$ cat config.mk
export PLATFORM = sky130hd
export DESIGN_NAME = fplc_target_flat
export DESIGN_NICKNAME = d
export VERILOG_FILES = /design/src/rtl/fplc_pkg.sv /design/src/rtl/fplc_if.sv /design/src/rtl/fplc_target.sv /design/src/flat_wrapper.sv
export SDC_FILE = /design/constraint.sdc
export NUM_CORES = 1
export LEC_CHECK = 0
export ABC_AREA = 1
export BUFFER_PORTS_ARGS = -buffer_cell sky130_fd_sc_hd__buf_2
export CAP_MARGIN = 20
export CORE_MARGIN = 1
export CORE_UTILIZATION = 40
export DETAILED_ROUTE_END_ITERATION = 8
export GPL_ROUTABILITY_DRIVEN = 0
export PLACE_DENSITY_LB_ADDON = 0.25
export SLEW_MARGIN = 20
export SYNTH_ARGS = -nofsm -noshare
export SYNTH_HDL_FRONTEND = slang
export SYNTH_SLANG_ARGS = --single-unit
$ cat constraint.sdc
create_clock -name i_core_clk -period 2.52 [get_ports i_core_clk]
set_clock_uncertainty 0.05 [all_clocks]
set_input_delay 0.378 -clock i_core_clk [delete_from_list [all_inputs] [get_ports i_core_clk]]
set_output_delay 0.378 -clock i_core_clk [all_outputs]
set_load 0.02 [all_outputs]
$ cat src/rtl/fplc_pkg.sv
// shared constants and types for the format parameter list checker
package fplc_pkg;

	// cdb protection selector codes
	localparam logic [1:0] SEL_TYPE0   = 2'h0;
	localparam logic [1:0] SEL_BAD_CDB = 2'h1;
	localparam logic [1:0] SEL_TYPE1   = 2'h2;
	localparam logic [1:0] SEL_TYPE2   = 2'h3;
	// header protection field usage codes
	localparam logic [2:0] USE_NONE    = 3'h0;
	localparam logic [2:0] USE_TYPE3   = 3'h1;

	// header byte 1 bit positions
	localparam int OPT_VALID_BIT   = 7;
	localparam int PRIM_DIS_BIT    = 6;
	localparam int CERT_DIS_BIT    = 5;
	localparam int HALT_BIT        = 4;
	localparam int PAT_INCL_BIT    = 3;
	localparam int IMMED_BIT       = 1;
	// pattern descriptor byte 0 fields
	localparam int PAT_MOD_HI      = 7;
	localparam int PAT_MOD_LO      = 6;
	localparam int SEC_INIT_BIT    = 5;

	// defaults taken when options_valid is clear
	localparam logic DEF_PRIM_DIS  = 1'b0;
	localparam logic DEF_CERT_DIS  = 1'b1;
	localparam logic DEF_HALT      = 1'b1;
	localparam logic DEF_PAT_INCL  = 1'b0;
	localparam logic DEF_SAVE_DIS  = 1'b1;

	// defect list forms
	localparam logic [2:0] LIST_BLOCK  = 3'h0;
	localparam logic [2:0] LIST_BFI    = 3'h4;
	localparam logic [2:0] LIST_PHYS   = 3'h5;
	localparam logic [15:0] MAX_DESC   = 16'h0400;
	localparam logic [3:0] BLK_DESC_B  = 4'h4;
	localparam logic [3:0] LONG_DESC_B = 4'h8;

	// protection trailer
	localparam logic [15:0] PI_EXTRA   = 16'h0008;
	localparam logic [63:0] PI_FILL    = 64'hFFFFFFFFFFFFFFFF;

	// sense keys and additional sense codes
	localparam logic [3:0] SK_NONE     = 4'h0;
	localparam logic [3:0] SK_MEDIUM   = 4'h3;
	localparam logic [3:0] SK_ILLEGAL  = 4'h5;
	localparam logic [15:0] ASC_NONE       = 16'h0000;
	localparam logic [15:0] ASC_BAD_CDB    = 16'h2400;
	localparam logic [15:0] ASC_BAD_PARAM  = 16'h2600;
	localparam logic [15:0] ASC_LIST_MISS  = 16'h1901;
	localparam logic [15:0] ASC_LIST_ERR   = 16'h1900;

	typedef enum logic [1:0] {
		FPLC_PROT0 = 2'h0,
		FPLC_PROT1 = 2'h1,
		FPLC_PROT2 = 2'h2
	} fplc_prot_t;

	typedef struct packed {
		logic [1:0]  cdb_protection_selector;
		logic [2:0]  usage;
		logic        options_valid;
		logic        primary_list_disable;
		logic        certify_disable;
		logic        halt_on_list_error;
		logic        pattern_included;
		logic        save_disable;
		logic        immed;
		logic        data_out;
		logic        page_certify_bit;
		logic [7:0]  pat_desc0;
		logic [7:0]  pat_type;
		logic [15:0] pat_len;
		logic [2:0]  list_form;
		logic [15:0] list_len;
		logic [15:0] block_len;
		logic [31:0] cmd_lba;
		logic [31:0] exp_ref_tag;
	} fplc_cmd_t;

endpackage

$ cat src/rtl/fplc_if.sv
// link between initiator end and target checker end
`timescale 1ns/1ps
interface fplc_if;
	import fplc_pkg::*;
	logic        req;
	fplc_cmd_t   cmd;
	logic        ack;
	logic        done;
	logic        check_cond;
	logic        deferred;
	logic [3:0]  sense_key;
	logic [15:0] asc;
	logic        app_tag_owner;

	modport target (
		input  req, cmd,
		output ack, done, check_cond, deferred, sense_key, asc,
		output app_tag_owner
	);
	modport initiator (
		output req, cmd,
		input  ack, done, check_cond, deferred, sense_key, asc,
		input  app_tag_owner
	);
endinterface

$ cat src/rtl/fplc_target.sv
// target end: checks format parameters and runs the format sequence
// Function
// - selector 00h/10h/11h with usage 0: types 0/1/2
// - selector 01h: invalid field in CDB
// - 11h with usage 001h: type 3 rejected
// - other pairings: invalid field in parameter list
// - type 0: protection off, plain block size
// - types 1/2: protection on, block plus 8
// - protection bytes written as all FF
// - trailer: guard, app tag, reference tag, MSB first
// - app tag changed only when owner bit clear
// - type 1 ref tag from LBA, then +1
// - type 2 ref tag from expected tag, +1
// - options invalid: defaults, bits must be zero
// - primary list used unless disabled; missing fails
// - primary disable zero when certify disable zero
// - certify unless disabled; page bit without data
// - no pattern: zero fill; else descriptor follows
// - pattern modifier zero; security init selects sectors
// - pattern type/length consistency checked
// - save mode parameters unless save disabled
// - immediate: early status; deferred flag never raised
// - defect list length sized and bounded
`timescale 1ns/1ps
module fplc_target
	import fplc_pkg::*;
(
	// clock and reset
	input  wire logic        i_core_clk,
	input  wire logic        i_rst_n,
	// link
	fplc_if.target           lnk,
	// media engine status (pins, synchronised)
	input  wire logic        i_factory_defect_list_missing,
	input  wire logic        i_host_defect_list_missing,
	input  wire logic        i_host_defect_list_access_err,
	input  wire logic        i_media_done,
	input  wire logic        i_app_tag_owner,
	// media engine control
	output logic             o_media_start,
	output logic [1:0]       o_prot_type,
	output logic             o_protection_on_flag,
	output logic [15:0]      o_fmt_block_len,
	output logic [63:0]      o_pi_fill,
	output logic [31:0]      o_ref_tag_seed,
	output logic             o_use_factory_list,
	output logic             o_certify,
	output logic             o_zero_fill,
	output logic             o_all_sectors,
	output logic             o_save_params
);

	typedef enum logic [3:0] {
		FPLC_IDLE   = 4'b0001,
		FPLC_CHECK  = 4'b0010,
		FPLC_FORMAT = 4'b0100,
		FPLC_DONE   = 4'b1000
	} fplc_state_t;

	////////////////////////////////////////////////////////////////////////
	// pin synchronisers
	logic [4:0] sync1;
	logic [4:0] sync2;
	always_ff @(posedge i_core_clk or negedge i_rst_n) begin
		if (!i_rst_n) begin
			sync1 <= 5'h00;
			sync2 <= 5'h00;
		end else begin
			sync1 <= {i_app_tag_owner, i_media_done, i_host_defect_list_access_err,
				i_host_defect_list_missing, i_factory_defect_list_missing};
			sync2 <= sync1;
		end
	end
	logic s_factory_defect_list_miss, s_host_defect_list_miss, s_host_defect_list_err, s_media_done;
	assign s_factory_defect_list_miss = sync2[0];
	assign s_host_defect_list_miss = sync2[1];
	assign s_host_defect_list_err  = sync2[2];
	assign s_media_done = sync2[3];
	assign lnk.app_tag_owner = sync2[4];

	////////////////////////////////////////////////////////////////////////
	// decode helpers
	function automatic logic [31:0] fplc_sense(input logic [3:0] k,
		input logic [15:0] a);
		fplc_sense = {12'h000, k, a};
	endfunction

	// expected list length for a descriptor count check
	function automatic logic list_len_ok(input logic [2:0] f,
		input logic [15:0] len);
		logic [15:0] unit;
		unit = (f == LIST_BLOCK) ? {12'h000, BLK_DESC_B}
			: {12'h000, LONG_DESC_B};
		if (f != LIST_BLOCK && f != LIST_BFI && f != LIST_PHYS)
			list_len_ok = 1'b0;
		else if (f == LIST_BLOCK)
			list_len_ok = (len[1:0] == 2'h0) &&
				(len[15:2] <= MAX_DESC[13:0]);
		else
			list_len_ok = (len[2:0] == 3'h0) &&
				({3'h0, len[15:3]} <= MAX_DESC) && (unit != 16'h0000);
	endfunction

	////////////////////////////////////////////////////////////////////////
	// combinational validation of the latched command
	fplc_cmd_t   cmd_q;
	logic [31:0] next_sense;
	fplc_prot_t  next_prot;
	logic        eff_prim_dis, eff_cert_dis, eff_pat_incl, eff_save_dis;
	always_comb begin
		next_sense = fplc_sense(SK_NONE, ASC_NONE);
		next_prot  = FPLC_PROT0;
		if (cmd_q.options_valid) begin
			eff_prim_dis = cmd_q.primary_list_disable;
			eff_cert_dis = cmd_q.certify_disable;
			eff_pat_incl = cmd_q.pattern_included;
			eff_save_dis = cmd_q.save_disable;
		end else begin
			eff_prim_dis = DEF_PRIM_DIS;
			eff_cert_dis = DEF_CERT_DIS;
			eff_pat_incl = DEF_PAT_INCL;
			eff_save_dis = DEF_SAVE_DIS;
		end
		// priority: CDB error first, then parameter list errors
		if (cmd_q.cdb_protection_selector == SEL_BAD_CDB) begin
			next_sense = fplc_sense(SK_ILLEGAL, ASC_BAD_CDB);
		end else if (cmd_q.usage != USE_NONE) begin
			next_sense = fplc_sense(SK_ILLEGAL, ASC_BAD_PARAM);
		end else begin
			case (cmd_q.cdb_protection_selector)
				SEL_TYPE1: next_prot = FPLC_PROT1;
				SEL_TYPE2: next_prot = FPLC_PROT2;
				default:   next_prot = FPLC_PROT0;
			endcase
		end
		if (next_sense[19:16] == SK_NONE) begin
			if (!cmd_q.options_valid &&
				(cmd_q.primary_list_disable | cmd_q.certify_disable |
				cmd_q.halt_on_list_error | cmd_q.pattern_included |
				cmd_q.save_disable))
				next_sense = fplc_sense(SK_ILLEGAL, ASC_BAD_PARAM);
			else if (cmd_q.options_valid && !cmd_q.halt_on_list_error)
				next_sense = fplc_sense(SK_ILLEGAL, ASC_BAD_PARAM);
			else if (!eff_cert_dis && eff_prim_dis)
				next_sense = fplc_sense(SK_ILLEGAL, ASC_BAD_PARAM);
			else if (eff_pat_incl &&
				(cmd_q.pat_desc0[PAT_MOD_HI:PAT_MOD_LO] != 2'h0))
				next_sense = fplc_sense(SK_ILLEGAL, ASC_BAD_PARAM);
			else if (eff_pat_incl && !(
				(cmd_q.pat_type == 8'h00 && cmd_q.pat_len == 16'h0000) ||
				(cmd_q.pat_type == 8'h01 && cmd_q.pat_len != 16'h0000 &&
				cmd_q.pat_len <= cmd_q.block_len)))
				next_sense = fplc_sense(SK_ILLEGAL, ASC_BAD_PARAM);
			else if (!list_len_ok(cmd_q.list_form, cmd_q.list_len))
				next_sense = fplc_sense(SK_ILLEGAL, ASC_BAD_PARAM);
			else if (!eff_prim_dis && s_factory_defect_list_miss)
				next_sense = fplc_sense(SK_MEDIUM, ASC_LIST_MISS);
			else if (cmd_q.list_len != 16'h0000 && s_host_defect_list_miss)
				next_sense = fplc_sense(SK_MEDIUM, ASC_LIST_MISS);
			else if (cmd_q.list_len != 16'h0000 && s_host_defect_list_err)
				next_sense = fplc_sense(SK_MEDIUM, ASC_LIST_ERR);
		end
	end

	////////////////////////////////////////////////////////////////////////
	// sequence
	fplc_state_t state;
	logic        fail;
	assign fail = (next_sense[19:16] != SK_NONE);
	assign lnk.ack = (state == FPLC_IDLE) && lnk.req;

	always_ff @(posedge i_core_clk or negedge i_rst_n) begin
		if (!i_rst_n) begin
			state <= FPLC_IDLE;
			cmd_q <= '0;
		end else begin
			case (state)
				FPLC_IDLE: begin
					if (lnk.req) begin
						cmd_q <= lnk.cmd;
						state <= FPLC_CHECK;
					end
				end
				// no media start before the verdict is in
				FPLC_CHECK:  state <= fail ? FPLC_DONE : FPLC_FORMAT;
				FPLC_FORMAT: if (s_media_done) state <= FPLC_DONE;
				FPLC_DONE:   state <= FPLC_IDLE;
				default:     state <= FPLC_IDLE;
			endcase
		end
	end

	// status and sense
	always_ff @(posedge i_core_clk or negedge i_rst_n) begin
		if (!i_rst_n) begin
			lnk.done       <= 1'b0;
			lnk.check_cond <= 1'b0;
			lnk.deferred   <= 1'b0;
			lnk.sense_key  <= SK_NONE;
			lnk.asc        <= ASC_NONE;
		end else begin
			lnk.done     <= 1'b0;
			lnk.deferred <= 1'b0;
			if (state == FPLC_CHECK) begin
				// sense moves only together with a status pulse
				if (fail || cmd_q.immed) begin
					lnk.sense_key  <= next_sense[19:16];
					lnk.asc        <= next_sense[15:0];
					lnk.check_cond <= fail;
					lnk.done       <= 1'b1;
				end
			end else if (state == FPLC_FORMAT && s_media_done &&
				!cmd_q.immed) begin
				lnk.sense_key  <= SK_NONE;
				lnk.asc        <= ASC_NONE;
				lnk.check_cond <= 1'b0;
				lnk.done       <= 1'b1;
			end
		end
	end

	// media engine setup, loaded at the single pass point
	always_ff @(posedge i_core_clk or negedge i_rst_n) begin
		if (!i_rst_n) begin
			o_media_start        <= 1'b0;
			o_prot_type          <= 2'h0;
			o_protection_on_flag <= 1'b0;
			o_fmt_block_len      <= 16'h0000;
			o_pi_fill            <= 64'h0;
			o_ref_tag_seed       <= 32'h0;
			o_use_factory_list   <= 1'b0;
			o_certify            <= 1'b0;
			o_zero_fill          <= 1'b0;
			o_all_sectors        <= 1'b0;
			o_save_params        <= 1'b0;
		end else begin
			o_media_start <= 1'b0;
			if (state == FPLC_CHECK && !fail) begin
				o_media_start        <= 1'b1;
				o_prot_type          <= next_prot;
				o_protection_on_flag <= (next_prot != FPLC_PROT0);
				o_fmt_block_len      <= (next_prot == FPLC_PROT0) ?
					cmd_q.block_len : cmd_q.block_len + PI_EXTRA;
				o_pi_fill            <= PI_FILL;
				o_ref_tag_seed       <= (next_prot == FPLC_PROT2) ?
					cmd_q.exp_ref_tag : cmd_q.cmd_lba;
				o_use_factory_list   <= !eff_prim_dis;
				o_certify            <= cmd_q.data_out ? !eff_cert_dis
					: cmd_q.page_certify_bit;
				o_zero_fill          <= !eff_pat_incl;
				o_all_sectors        <= eff_pat_incl &
					cmd_q.pat_desc0[SEC_INIT_BIT];
				o_save_params        <= !eff_save_dis;
			end
		end
	end

endmodule

$ cat src/flat_wrapper.sv
// flat-port wrapper written by rule: the top's interface ports become plain ports
module fplc_target_flat import fplc_pkg::*;
  (i_core_clk, i_rst_n, i_factory_defect_list_missing, i_host_defect_list_missing, i_host_defect_list_access_err, i_media_done, i_app_tag_owner, o_media_start, o_prot_type, o_protection_on_flag, o_fmt_block_len, o_pi_fill, o_ref_tag_seed, o_use_factory_list, o_certify, o_zero_fill, o_all_sectors, o_save_params, lnk_req, lnk_cmd, lnk_ack, lnk_done, lnk_check_cond, lnk_deferred, lnk_sense_key, lnk_asc, lnk_app_tag_owner);
  fplc_if lnk_i ();
  input  wire logic i_core_clk;
  input  wire logic i_rst_n;
  input  wire logic i_factory_defect_list_missing;
  input  wire logic i_host_defect_list_missing;
  input  wire logic i_host_defect_list_access_err;
  input  wire logic i_media_done;
  input  wire logic i_app_tag_owner;
  output logic o_media_start;
  output logic [1:0] o_prot_type;
  output logic o_protection_on_flag;
  output logic [15:0] o_fmt_block_len;
  output logic [63:0] o_pi_fill;
  output logic [31:0] o_ref_tag_seed;
  output logic o_use_factory_list;
  output logic o_certify;
  output logic o_zero_fill;
  output logic o_all_sectors;
  output logic o_save_params;
  input wire logic [$bits(lnk_i.req)-1:0] lnk_req;
  input wire logic [$bits(lnk_i.cmd)-1:0] lnk_cmd;
  output wire logic [$bits(lnk_i.ack)-1:0] lnk_ack;
  output wire logic [$bits(lnk_i.done)-1:0] lnk_done;
  output wire logic [$bits(lnk_i.check_cond)-1:0] lnk_check_cond;
  output wire logic [$bits(lnk_i.deferred)-1:0] lnk_deferred;
  output wire logic [$bits(lnk_i.sense_key)-1:0] lnk_sense_key;
  output wire logic [$bits(lnk_i.asc)-1:0] lnk_asc;
  output wire logic [$bits(lnk_i.app_tag_owner)-1:0] lnk_app_tag_owner;
  assign lnk_i.req = lnk_req;
  assign lnk_i.cmd = lnk_cmd;
  assign lnk_ack = lnk_i.ack;
  assign lnk_done = lnk_i.done;
  assign lnk_check_cond = lnk_i.check_cond;
  assign lnk_deferred = lnk_i.deferred;
  assign lnk_sense_key = lnk_i.sense_key;
  assign lnk_asc = lnk_i.asc;
  assign lnk_app_tag_owner = lnk_i.app_tag_owner;
  fplc_target u_core (.i_core_clk(i_core_clk), .i_rst_n(i_rst_n), .lnk(lnk_i), .i_factory_defect_list_missing(i_factory_defect_list_missing), .i_host_defect_list_missing(i_host_defect_list_missing), .i_host_defect_list_access_err(i_host_defect_list_access_err), .i_media_done(i_media_done), .i_app_tag_owner(i_app_tag_owner), .o_media_start(o_media_start), .o_prot_type(o_prot_type), .o_protection_on_flag(o_protection_on_flag), .o_fmt_block_len(o_fmt_block_len), .o_pi_fill(o_pi_fill), .o_ref_tag_seed(o_ref_tag_seed), .o_use_factory_list(o_use_factory_list), .o_certify(o_certify), .o_zero_fill(o_zero_fill), .o_all_sectors(o_all_sectors), .o_save_params(o_save_params));
endmodule
Word level (Yosys, flattened, before mapping)
Index checks and enable logic that the tools add are counted.
{"block": "word_totals", "ff_bits": 239, "in_bits": 153, "wordCells": 157}
{"block": "op_classes", "add_sub_neg": 1, "order_cmp": 3, "n_eq_ne": 13, "muxes": 48, "bitwise": 5, "n_reduce_logical": 50}
{"cell": "two-way mux 20 bit", "n": 10}
{"cell": "two-way mux 16 bit", "n": 4}
{"cell": "nonzero test 16 bit", "n": 3}
{"cell": "two-way mux 19 bit", "n": 2}
{"cell": "two-way mux 32 bit", "n": 1}
{"cell": "two-way mux 4 bit", "n": 7}
{"cell": "logical AND 1 bit", "n": 20}
{"cell": "two-way mux 1 bit", "n": 20}
{"cell": "adder 16 x 4 -> 16 bit, second input constant", "n": 1}
{"cell": "less-or-equal comparator 16 bit", "n": 1}
{"cell": "logical NOT 16 bit", "n": 1}
{"cell": "less-or-equal comparator 14 x 11 -> 1 bit, second input constant", "n": 1}
{"cell": "less-or-equal comparator 13 x 11 -> 1 bit, second input constant", "n": 1}
{"cell": "one-hot mux 4 bit (3 select lines)", "n": 1}
{"cell": "logical NOT 1 bit", "n": 9}
{"cell": "== test 8 x 1 -> 1 bit, second input constant", "n": 1}
{"cell": "logical NOT 8 bit", "n": 1}
{"cell": "== test 2 bit, second input constant", "n": 3}
{"cell": "logical NOT 3 bit", "n": 2}
{"cell": "!= test 3 bit, second input constant", "n": 2}
{"cell": "AND reduction 2 bit", "n": 3}
{"cell": "nonzero test 2 bit", "n": 3}
{"cell": "nonzero test 3 bit", "n": 2}
{"cell": "== test 4 x 1 -> 1 bit, second input constant", "n": 1}
{"cell": "13 further kinds", "n": 20}

Depth between registers and ports, before layout
Gate-level depths: netlist of run 1.
{"block": "logic_depth", "depth_word": 23, "ltp_mapped": 20, "depth_no_buf": 18}

Least setup slack after synthesis of run 1
No wires, ideal clock.
{"block": "synth_timing", "path_type": "register -> output", "from": "register u_core.o_pi_fill[0] (netlist name)", "to": "output port o_pi_fill[10]", "arrival_ns": 1.681, "required_time_ns": 2.092, "path_slack_ns": 0.411, "path_stages_with_launch": 2, "path_cell_list": "dfrtp_1 -> buf_4"}
{"item": "end, declared", "line": "flat_wrapper.sv:16", "source": "output logic [63:0] o_pi_fill;"}
No word-level cell between the ends.

Final worst setup path of run 1
{"block": "layout_timing", "from": "register u_core.state[3]", "to": "output port lnk_ack"}
{"block": "layout_via", "elab_chain_cells": 2}
{"item": "start, declared", "line": "fplc_target.sv:167", "source": "fplc_state_t state;"}
{"item": "start signal, assigned", "line": "fplc_target.sv:185", "source": "FPLC_CHECK: state <= fail ? FPLC_DONE : FPLC_FORMAT;"}
{"item": "== test 4 x 1 -> 1 bit", "line": "fplc_target.sv:170", "source": "assign lnk.ack = (state == FPLC_IDLE) && lnk.req;"}
{"item": "logical AND 1 bit", "line": "fplc_target.sv:170"}
{"item": "end, declared", "line": "flat_wrapper.sv:25", "source": "output wire logic [$bits(lnk_i.ack)-1:0] lnk_ack;"}
Every way passes these cells.

==> results.toml, run 1 <==
[outcome]
status = "complete, no violations"

[sta]
min_period_ns = 2.39
maxSlewHeadroom_pct = 59.1
slew_viol_final = 0
fmax_ghz = 0.418
setup_viol = 0
finalHoldViolCount = 0
timing.final.crit_share_pct = 94.9
fin_ws_ns = 0.129
rsz0062_at_grt = "yes"
final.setup.tns_ns = 0
tightest_slew_ns = 0.614

[cts]
h-tree-depth = 1
numCtsBuffers = 25
cts_root_buf = "clkbuf_16"
path_clk_slew_ns = 0.06
cts_max_path_buffers = 3
cts_sinks = 219
tritoncts = "built"
clk_latency_ns = 0.53

[detailed_routing]
first_pass_iters = 5
post_drt_wl_per_cell_um = 13.8
vias_per_cell = 4.68
initialDrtViolationCount = 434
drc = 0
drt-total-wl_um = 24000
antenna_left = 0
num_vias = 8141

[floorplan]
fp-row-count = 58
die_w_um = 162
start_util_pct = 40.7
dieHeight_um = 162
fp.dieArea_um2 = 26200
io_pins = 299
core_um2 = 25100

[synth]
synth_top_family_by_area = "simple AND/OR/NAND/NOR gates"
synth_area_um2 = 10200
synthCells = 1126
ys_warn_count = 0
synth_edf_count = 0
synthArstFlopShare_pct = 100
synthMuxAreaShare_pct = 4.96
synth-main-ff-cell = "dfrtp_1"
synth_compound_gate_area_share_pct = 8.84
seq_area_frac_synth_pct = 53.7
synthSimpleGateAreaFrac_pct = 17.1
avgSynthCellArea_um2 = 9.07
synth-xor-area-share_pct = 0.943
synthAdderAreaFrac_pct = 2.08
synth_cell_types = 38
ys_ff_latch = 219

[final_layout]
diodes = 0
nNetsFinal = 1559
area_delta_synth_final_pct = 25.6
seq_area_um2 = 5480
layout-drive-gt1-share_pct = 30.4
fillers = 2433
final_area_um2 = 12800
multi_input_area_um2 = 3530

[global_routing]
antenna_found_initial = 3
use_met1_pct = 24.3
grt_start_max_net_pins = 75
grt_pass1_wl_um = 39000
gr-total-overflow = 0
first_global_vias = 7757
top_usage_layer = "met2"
gr-usage-met2_pct = 31.5
grt.total_usage_pct = 18.6
global_route.usage.met3_pct = 3.50

[placed_design]
port-buffer-count = 282
place_ws_ns = 0.109
placed_cell_area_um2 = 11600
dp_hpwl_um = 16400

[job]
drv_cap = 0

[critical_path]
slowest_delay_ns = 0.38
path_cells = "nor2_1 -> inv_1 -> nor4_4 -> bufbuf_16 -> buf_2"
crit_type = "reg -> out"
crit_fanout = 23
worstSetupEndpointType = "output pin"
critPathSlowestCell = "bufbuf_16"
required_ns = 2.09
startpoint_type = "register"
cp.arrival_ns = 1.96

[power]
powerDensity_nw_per_um2 = 1010
p_leak_uw = 0.00672
ir_drop_mv = 0.583

[worst_hold_path]
hold_path_class = "in -> reg"
==> worst max-delay path, delay by kind of cell, from the launching register on <==
family        cells  cell delay [ns]
simple gates      2             0.38
buf+inv           3             0.67
flops             1             0.37
==> power by group <==
part / total [µW] / switching [µW] / internal, µW
combinational: 4030 / 2360 / 1670
clock: 3600 / 1440 / 2160
sequential: 5310 / 603 / 4700
==> cells in the final DEF, fill, tap and decap left out, types with 3 or more instances in the layout <==
cell             n
nor2_1          35
dfrtp_1        218
clkinvlp_4       4
buf_2          281
buf_4           22
o21ai_2          7
xor2_1          11
clkinv_2         5
a21oi_1         11
nor2_2           3
o21ai_0        137
buf_12           7
ha_1            17
dlygate4sd3_1   36
nor3_1           7
o21ai_1         12
nor4_1           4
clkbuf_8         8
nand2_1        324
nor2_4           3
clkbuf_16       25
conb_1          11
inv_1          111
nand4_1         10
nand3_1         24
mux2_2          45
==> final timing paths <==
check,from,to,slack [ns],cells after the start
worst min register to register,u_core.sync1[1],u_core.sync2[1],0.30,0
min in group asynchronous,i_rst_n,u_core.cmd_q[8],0.38,2
worst max register to register,u_core.cmd_q[77],u_core.o_fmt_block_len[14],0.25,12
worst min-delay path,lnk_cmd[121],u_core.cmd_q[121],0.02,3
worst max-delay path,u_core.state[3],lnk_ack,0.13,5
max in group asynchronous,i_rst_n,u_core.cmd_q[71],1.28,3
==> state kept, by name, indices dropped and copies added, names as in the netlist, 2 cells and up <==
signal	flops
u_core.cmd_q	140
u_core.o_ref_tag_seed	32
u_core.o_fmt_block_len	16
u_core.sync1	5
u_core.sync2	5
u_core.lnk.asc	4
u_core.state	4
u_core.o_prot_type	2
==> layer usage <==
| layer | wire length (µm) | vias up |
|---|---|---|
| met5 | 41 | - |
| met4 | 542 | 6 |
| met3 | 1230 | 41 |
| met2 | 11400 | 239 |
| met1 | 10800 | 3831 |
| li1 | - | 4024 |
==> cells in the mapped netlist, types with 2 or more instances <==
cell / n / area (µm²)
a21oi_1: 11 / 55.1
o21ai_2: 7 / 61.3
nor2_4: 2 / 22.5
mux2_2: 45 / 507
nor3_2: 2 / 20.0
xor2_1: 11 / 96.3
inv_1: 111 / 417
buf_6: 8 / 90.1
clkbuf_1: 22 / 82.6
ha_1: 17 / 213
o21ai_0: 137 / 686
nand2_1: 325 / 1220
o21ai_1: 12 / 60.1
nor2_1: 36 / 135
buf_2: 15 / 75.1
nor3_1: 7 / 35.0
dfrtp_1: 218 / 5460
buf_4: 79 / 593
inv_2: 3 / 11.3
o22ai_1: 2 / 12.5
nor4_1: 5 / 31.3
nand4_1: 10 / 62.6
nand3_1: 24 / 120
nor2_2: 3 / 18.8
==> timing repair <==
item,CTS,global route
hold endpoints to repair,103,0
gates resized for setup,2,2
pin swaps,1,0
cloned,2,0
hold buffers,36,0
setup buffers,1,0
setup endpoints to repair,1,42
==> cell type report <==
class	instances	share of cell area (%)
flip-flops and latches	219	42.7
multi-input cells	679	27.5
repair buffers	350	16.7
clock buffers	35	5.79
inverters	114	3.35
well taps	330	3.22
clock inverters	11	0.731
==> per-stage QoR <==
stage	util [%]	std cells	total power [µW]	hold WS (ns)
CTS	51.1	1738	13100	0.0000328
global placement	46.1	1653	9150	0.284
detailed placement	46.1	1653	9260	0.285
finish	51.1	1738	12900	0.0179
global route	51.1	1738	13900	0.00695
floorplan	-	1136	8100	0.0324
==> kinds of logic after synthesis <==
group,Yosys count
multiplexers,45
other,1
AND/OR/NAND/NOR,422
adder cells (fa/ha/maj),17
XOR/XNOR,11
AO/OA/AOI/OAI,173
buffers and inverters,238
flip-flops,219
No activity file was read; power rests on OpenSTA's default activity.
==> run 2, diff against run 1 <==
- CORE_ASPECT_RATIO: unset -> 0.9
- GPL_ROUTABILITY_DRIVEN: 0 -> unset
- GPL_TIMING_DRIVEN: unset -> 0
==> run 2 against run 1 <==
Sequential power about the same. Critical path depth unchanged. Hold slack better by 0.0015 ns. Register-to-register slack worse by 0.09 ns. Wire length up 12%. Sequential share of layout area down 1.7 points. First-iteration DRC count down 4.8%. Largest cell class unchanged. Largest power group unchanged.
==> results.toml, run 2 (same netlist as run 1, synthesis figures left out) <==
[outcome]
status = "complete, no violations"

[power]
p_leak_uw = 0.00712
power_frac_clock_pct = 29.5
seq_power_share_pct = 40.0
power_frac_comb_pct = 30.6
switching_power_uw = 4520
p_int_uw = 8790
powerDensity_nw_per_um2 = 997
ir_drop_mv = 0.674
sw_frac_of_total_pct = 34.0

[global_routing]
grt_pass1_wl_um = 42800
first_global_vias = 8147
grt.total_usage_pct = 20.8
antenna_found_initial = 1
grt_start_max_net_pins = 89
gr-total-overflow = 0

[sta]
setup_viol = 0
fmax_ghz = 0.418
slew_viol_final = 0
timing.final.crit_share_pct = 94.9
tightest_slew_ns = 0.641
hold-worst-slack_ns = 0.0194
rsz0062_at_grt = "no"
maxSlewHeadroom_pct = 57.0
min_period_ns = 2.39
finalHoldViolCount = 0

[critical_path]
crit_type = "reg -> out"
cp.arrival_ns = 1.96
crit_fanout = 10
required_ns = 2.09
worstSetupEndpointType = "output pin"
startpoint_type = "register"

[detailed_routing]
initialDrtViolationCount = 413
drt-total-wl_um = 26800
post_drt_wl_per_cell_um = 14.6
vias_per_cell = 4.63
num_vias = 8482
dr_wl_met2_um = 12600
drc = 0
first_pass_iters = 4
highest_layer = "met4"
antenna_left = 0
met1Wirelength_um = 11900
wl_met3_um = 1700

[placed_design]
port-buffer-count = 282
globalplace.congestion = 0.850
dp.cells = 1763
dp_hpwl_um = 19700

[final_layout]
instances_no_fill = 1830
multi_input_area_um2 = 3530
final_common_cell = "nand2_1"
layout-drive-gt1-share_pct = 34.4
largest_reg_flops = 140
area_delta_synth_final_pct = 30.7
nNetsFinal = 1638
top_regs = "u_core.cmd_q: 140 flops, u_core.o_ref_tag_seed: 32 flops, u_core.o_fmt_block_len: 16 flops"
mostFrequentLayoutCells = "nand2_1 (324), buf_2 (290), dfrtp_1 (217)"
fillers = 2409
top_register = "u_core.cmd_q"
seq_area_um2 = 5480

[job]
drv_cap = 0

[floorplan]
fp-row-count = 55
dieHeight_um = 154
start_util_pct = 40.7
core_um2 = 25100
fp.dieArea_um2 = 26200
die_w_um = 170
io_pins = 299

[cts]
cts_sinks = 219
clk_latency_ns = 0.52
cts_max_path_buffers = 3
numCtsBuffers = 26
path_clk_slew_ns = 0.06
h-tree-depth = 1
tritoncts = "built"
cts_root_buf = "clkbuf_16"

[worst_hold_path]
hold_path_class = "in -> reg"
==> run 2: per-stage QoR <==
step	area (µm²)	worst slack (ns)	total power, µW	utilization (%)	setup TNS [ns]
4_1_cts	13300	0.0120	13400	53.0	0
3_3_place_gp	12100	-2.86	9230	48.1	-620.67
5_1_grt	13400	0.000755	14300	53.2	0
6_report	13400	0.129	13300	53.2	0
2_1_floorplan	10300	0.411	8100	-	0
3_5_place_dp	12200	-0.0970	9390	48.5	-0.817
==> run 2: area by class of cell <==
class | instances | share of cell area (%)
sequential | 219 | 41.1
tap | 342 | 3.20
antenna | 1 | 0.0187
multi-input combinational | 679 | 26.4
clock inverter | 8 | 0.946
inverter | 114 | 3.20
clock buffer | 39 | 5.99
timing repair buffer | 306 | 12.8
buffer | 122 | 6.32
==> run 2: critical path, stage by stage, from the launching register on <==
cell and delay, ns:
dfstp_2 0.55, inv_1 0.09, nor4_4 0.27, buf_4 0.16
clkbuf_4 0.21, buf_4 0.17
==> run 2: layer usage <==
metal,GRT usage (%),up-vias
li1,-,4193
met1,28.2,3965
met2,34.3,282
met3,3.89,42
met4,5.23,0
met5,0,-
==> run 2: power by group through the flow <==
stage               logic [µW]  registers, µW  clock network (µW)
floorplan                 2850           5250                   0
global placement          3890           5340                   0
detailed placement        4020           5370                   0
CTS                       4080           5320                4020
global route              4680           5470                4160
finish                    4070           5320                3920
==> run 2: final timing paths <==
path,from,to,slack [ns],cells after the start
min,lnk_cmd[141],u_core.cmd_q[141],0.02,3
max in group asynchronous,i_rst_n,u_core.cmd_q[83],1.31,3
max,u_core.state[0],lnk_ack,0.13,5
min in group asynchronous,i_rst_n,u_core.cmd_q[40],0.33,2
max reg2reg,u_core.cmd_q[75],u_core.o_fmt_block_len[15],0.16,14
min reg2reg,u_core.sync1[4],u_core.sync2[4],0.30,0
==> run 2: repair_timing <==
| action | 4_1_cts | 5_1_grt |
|---|---|---|
| hold buffers | 19 | 0 |
| setup endpoints to repair | 20 | 74 |
| gates resized for setup | 7 | 16 |
| hold endpoints to repair | 66 | 0 |
| setup buffers | 1 | 1 |
| pin swaps | 0 | 1 |
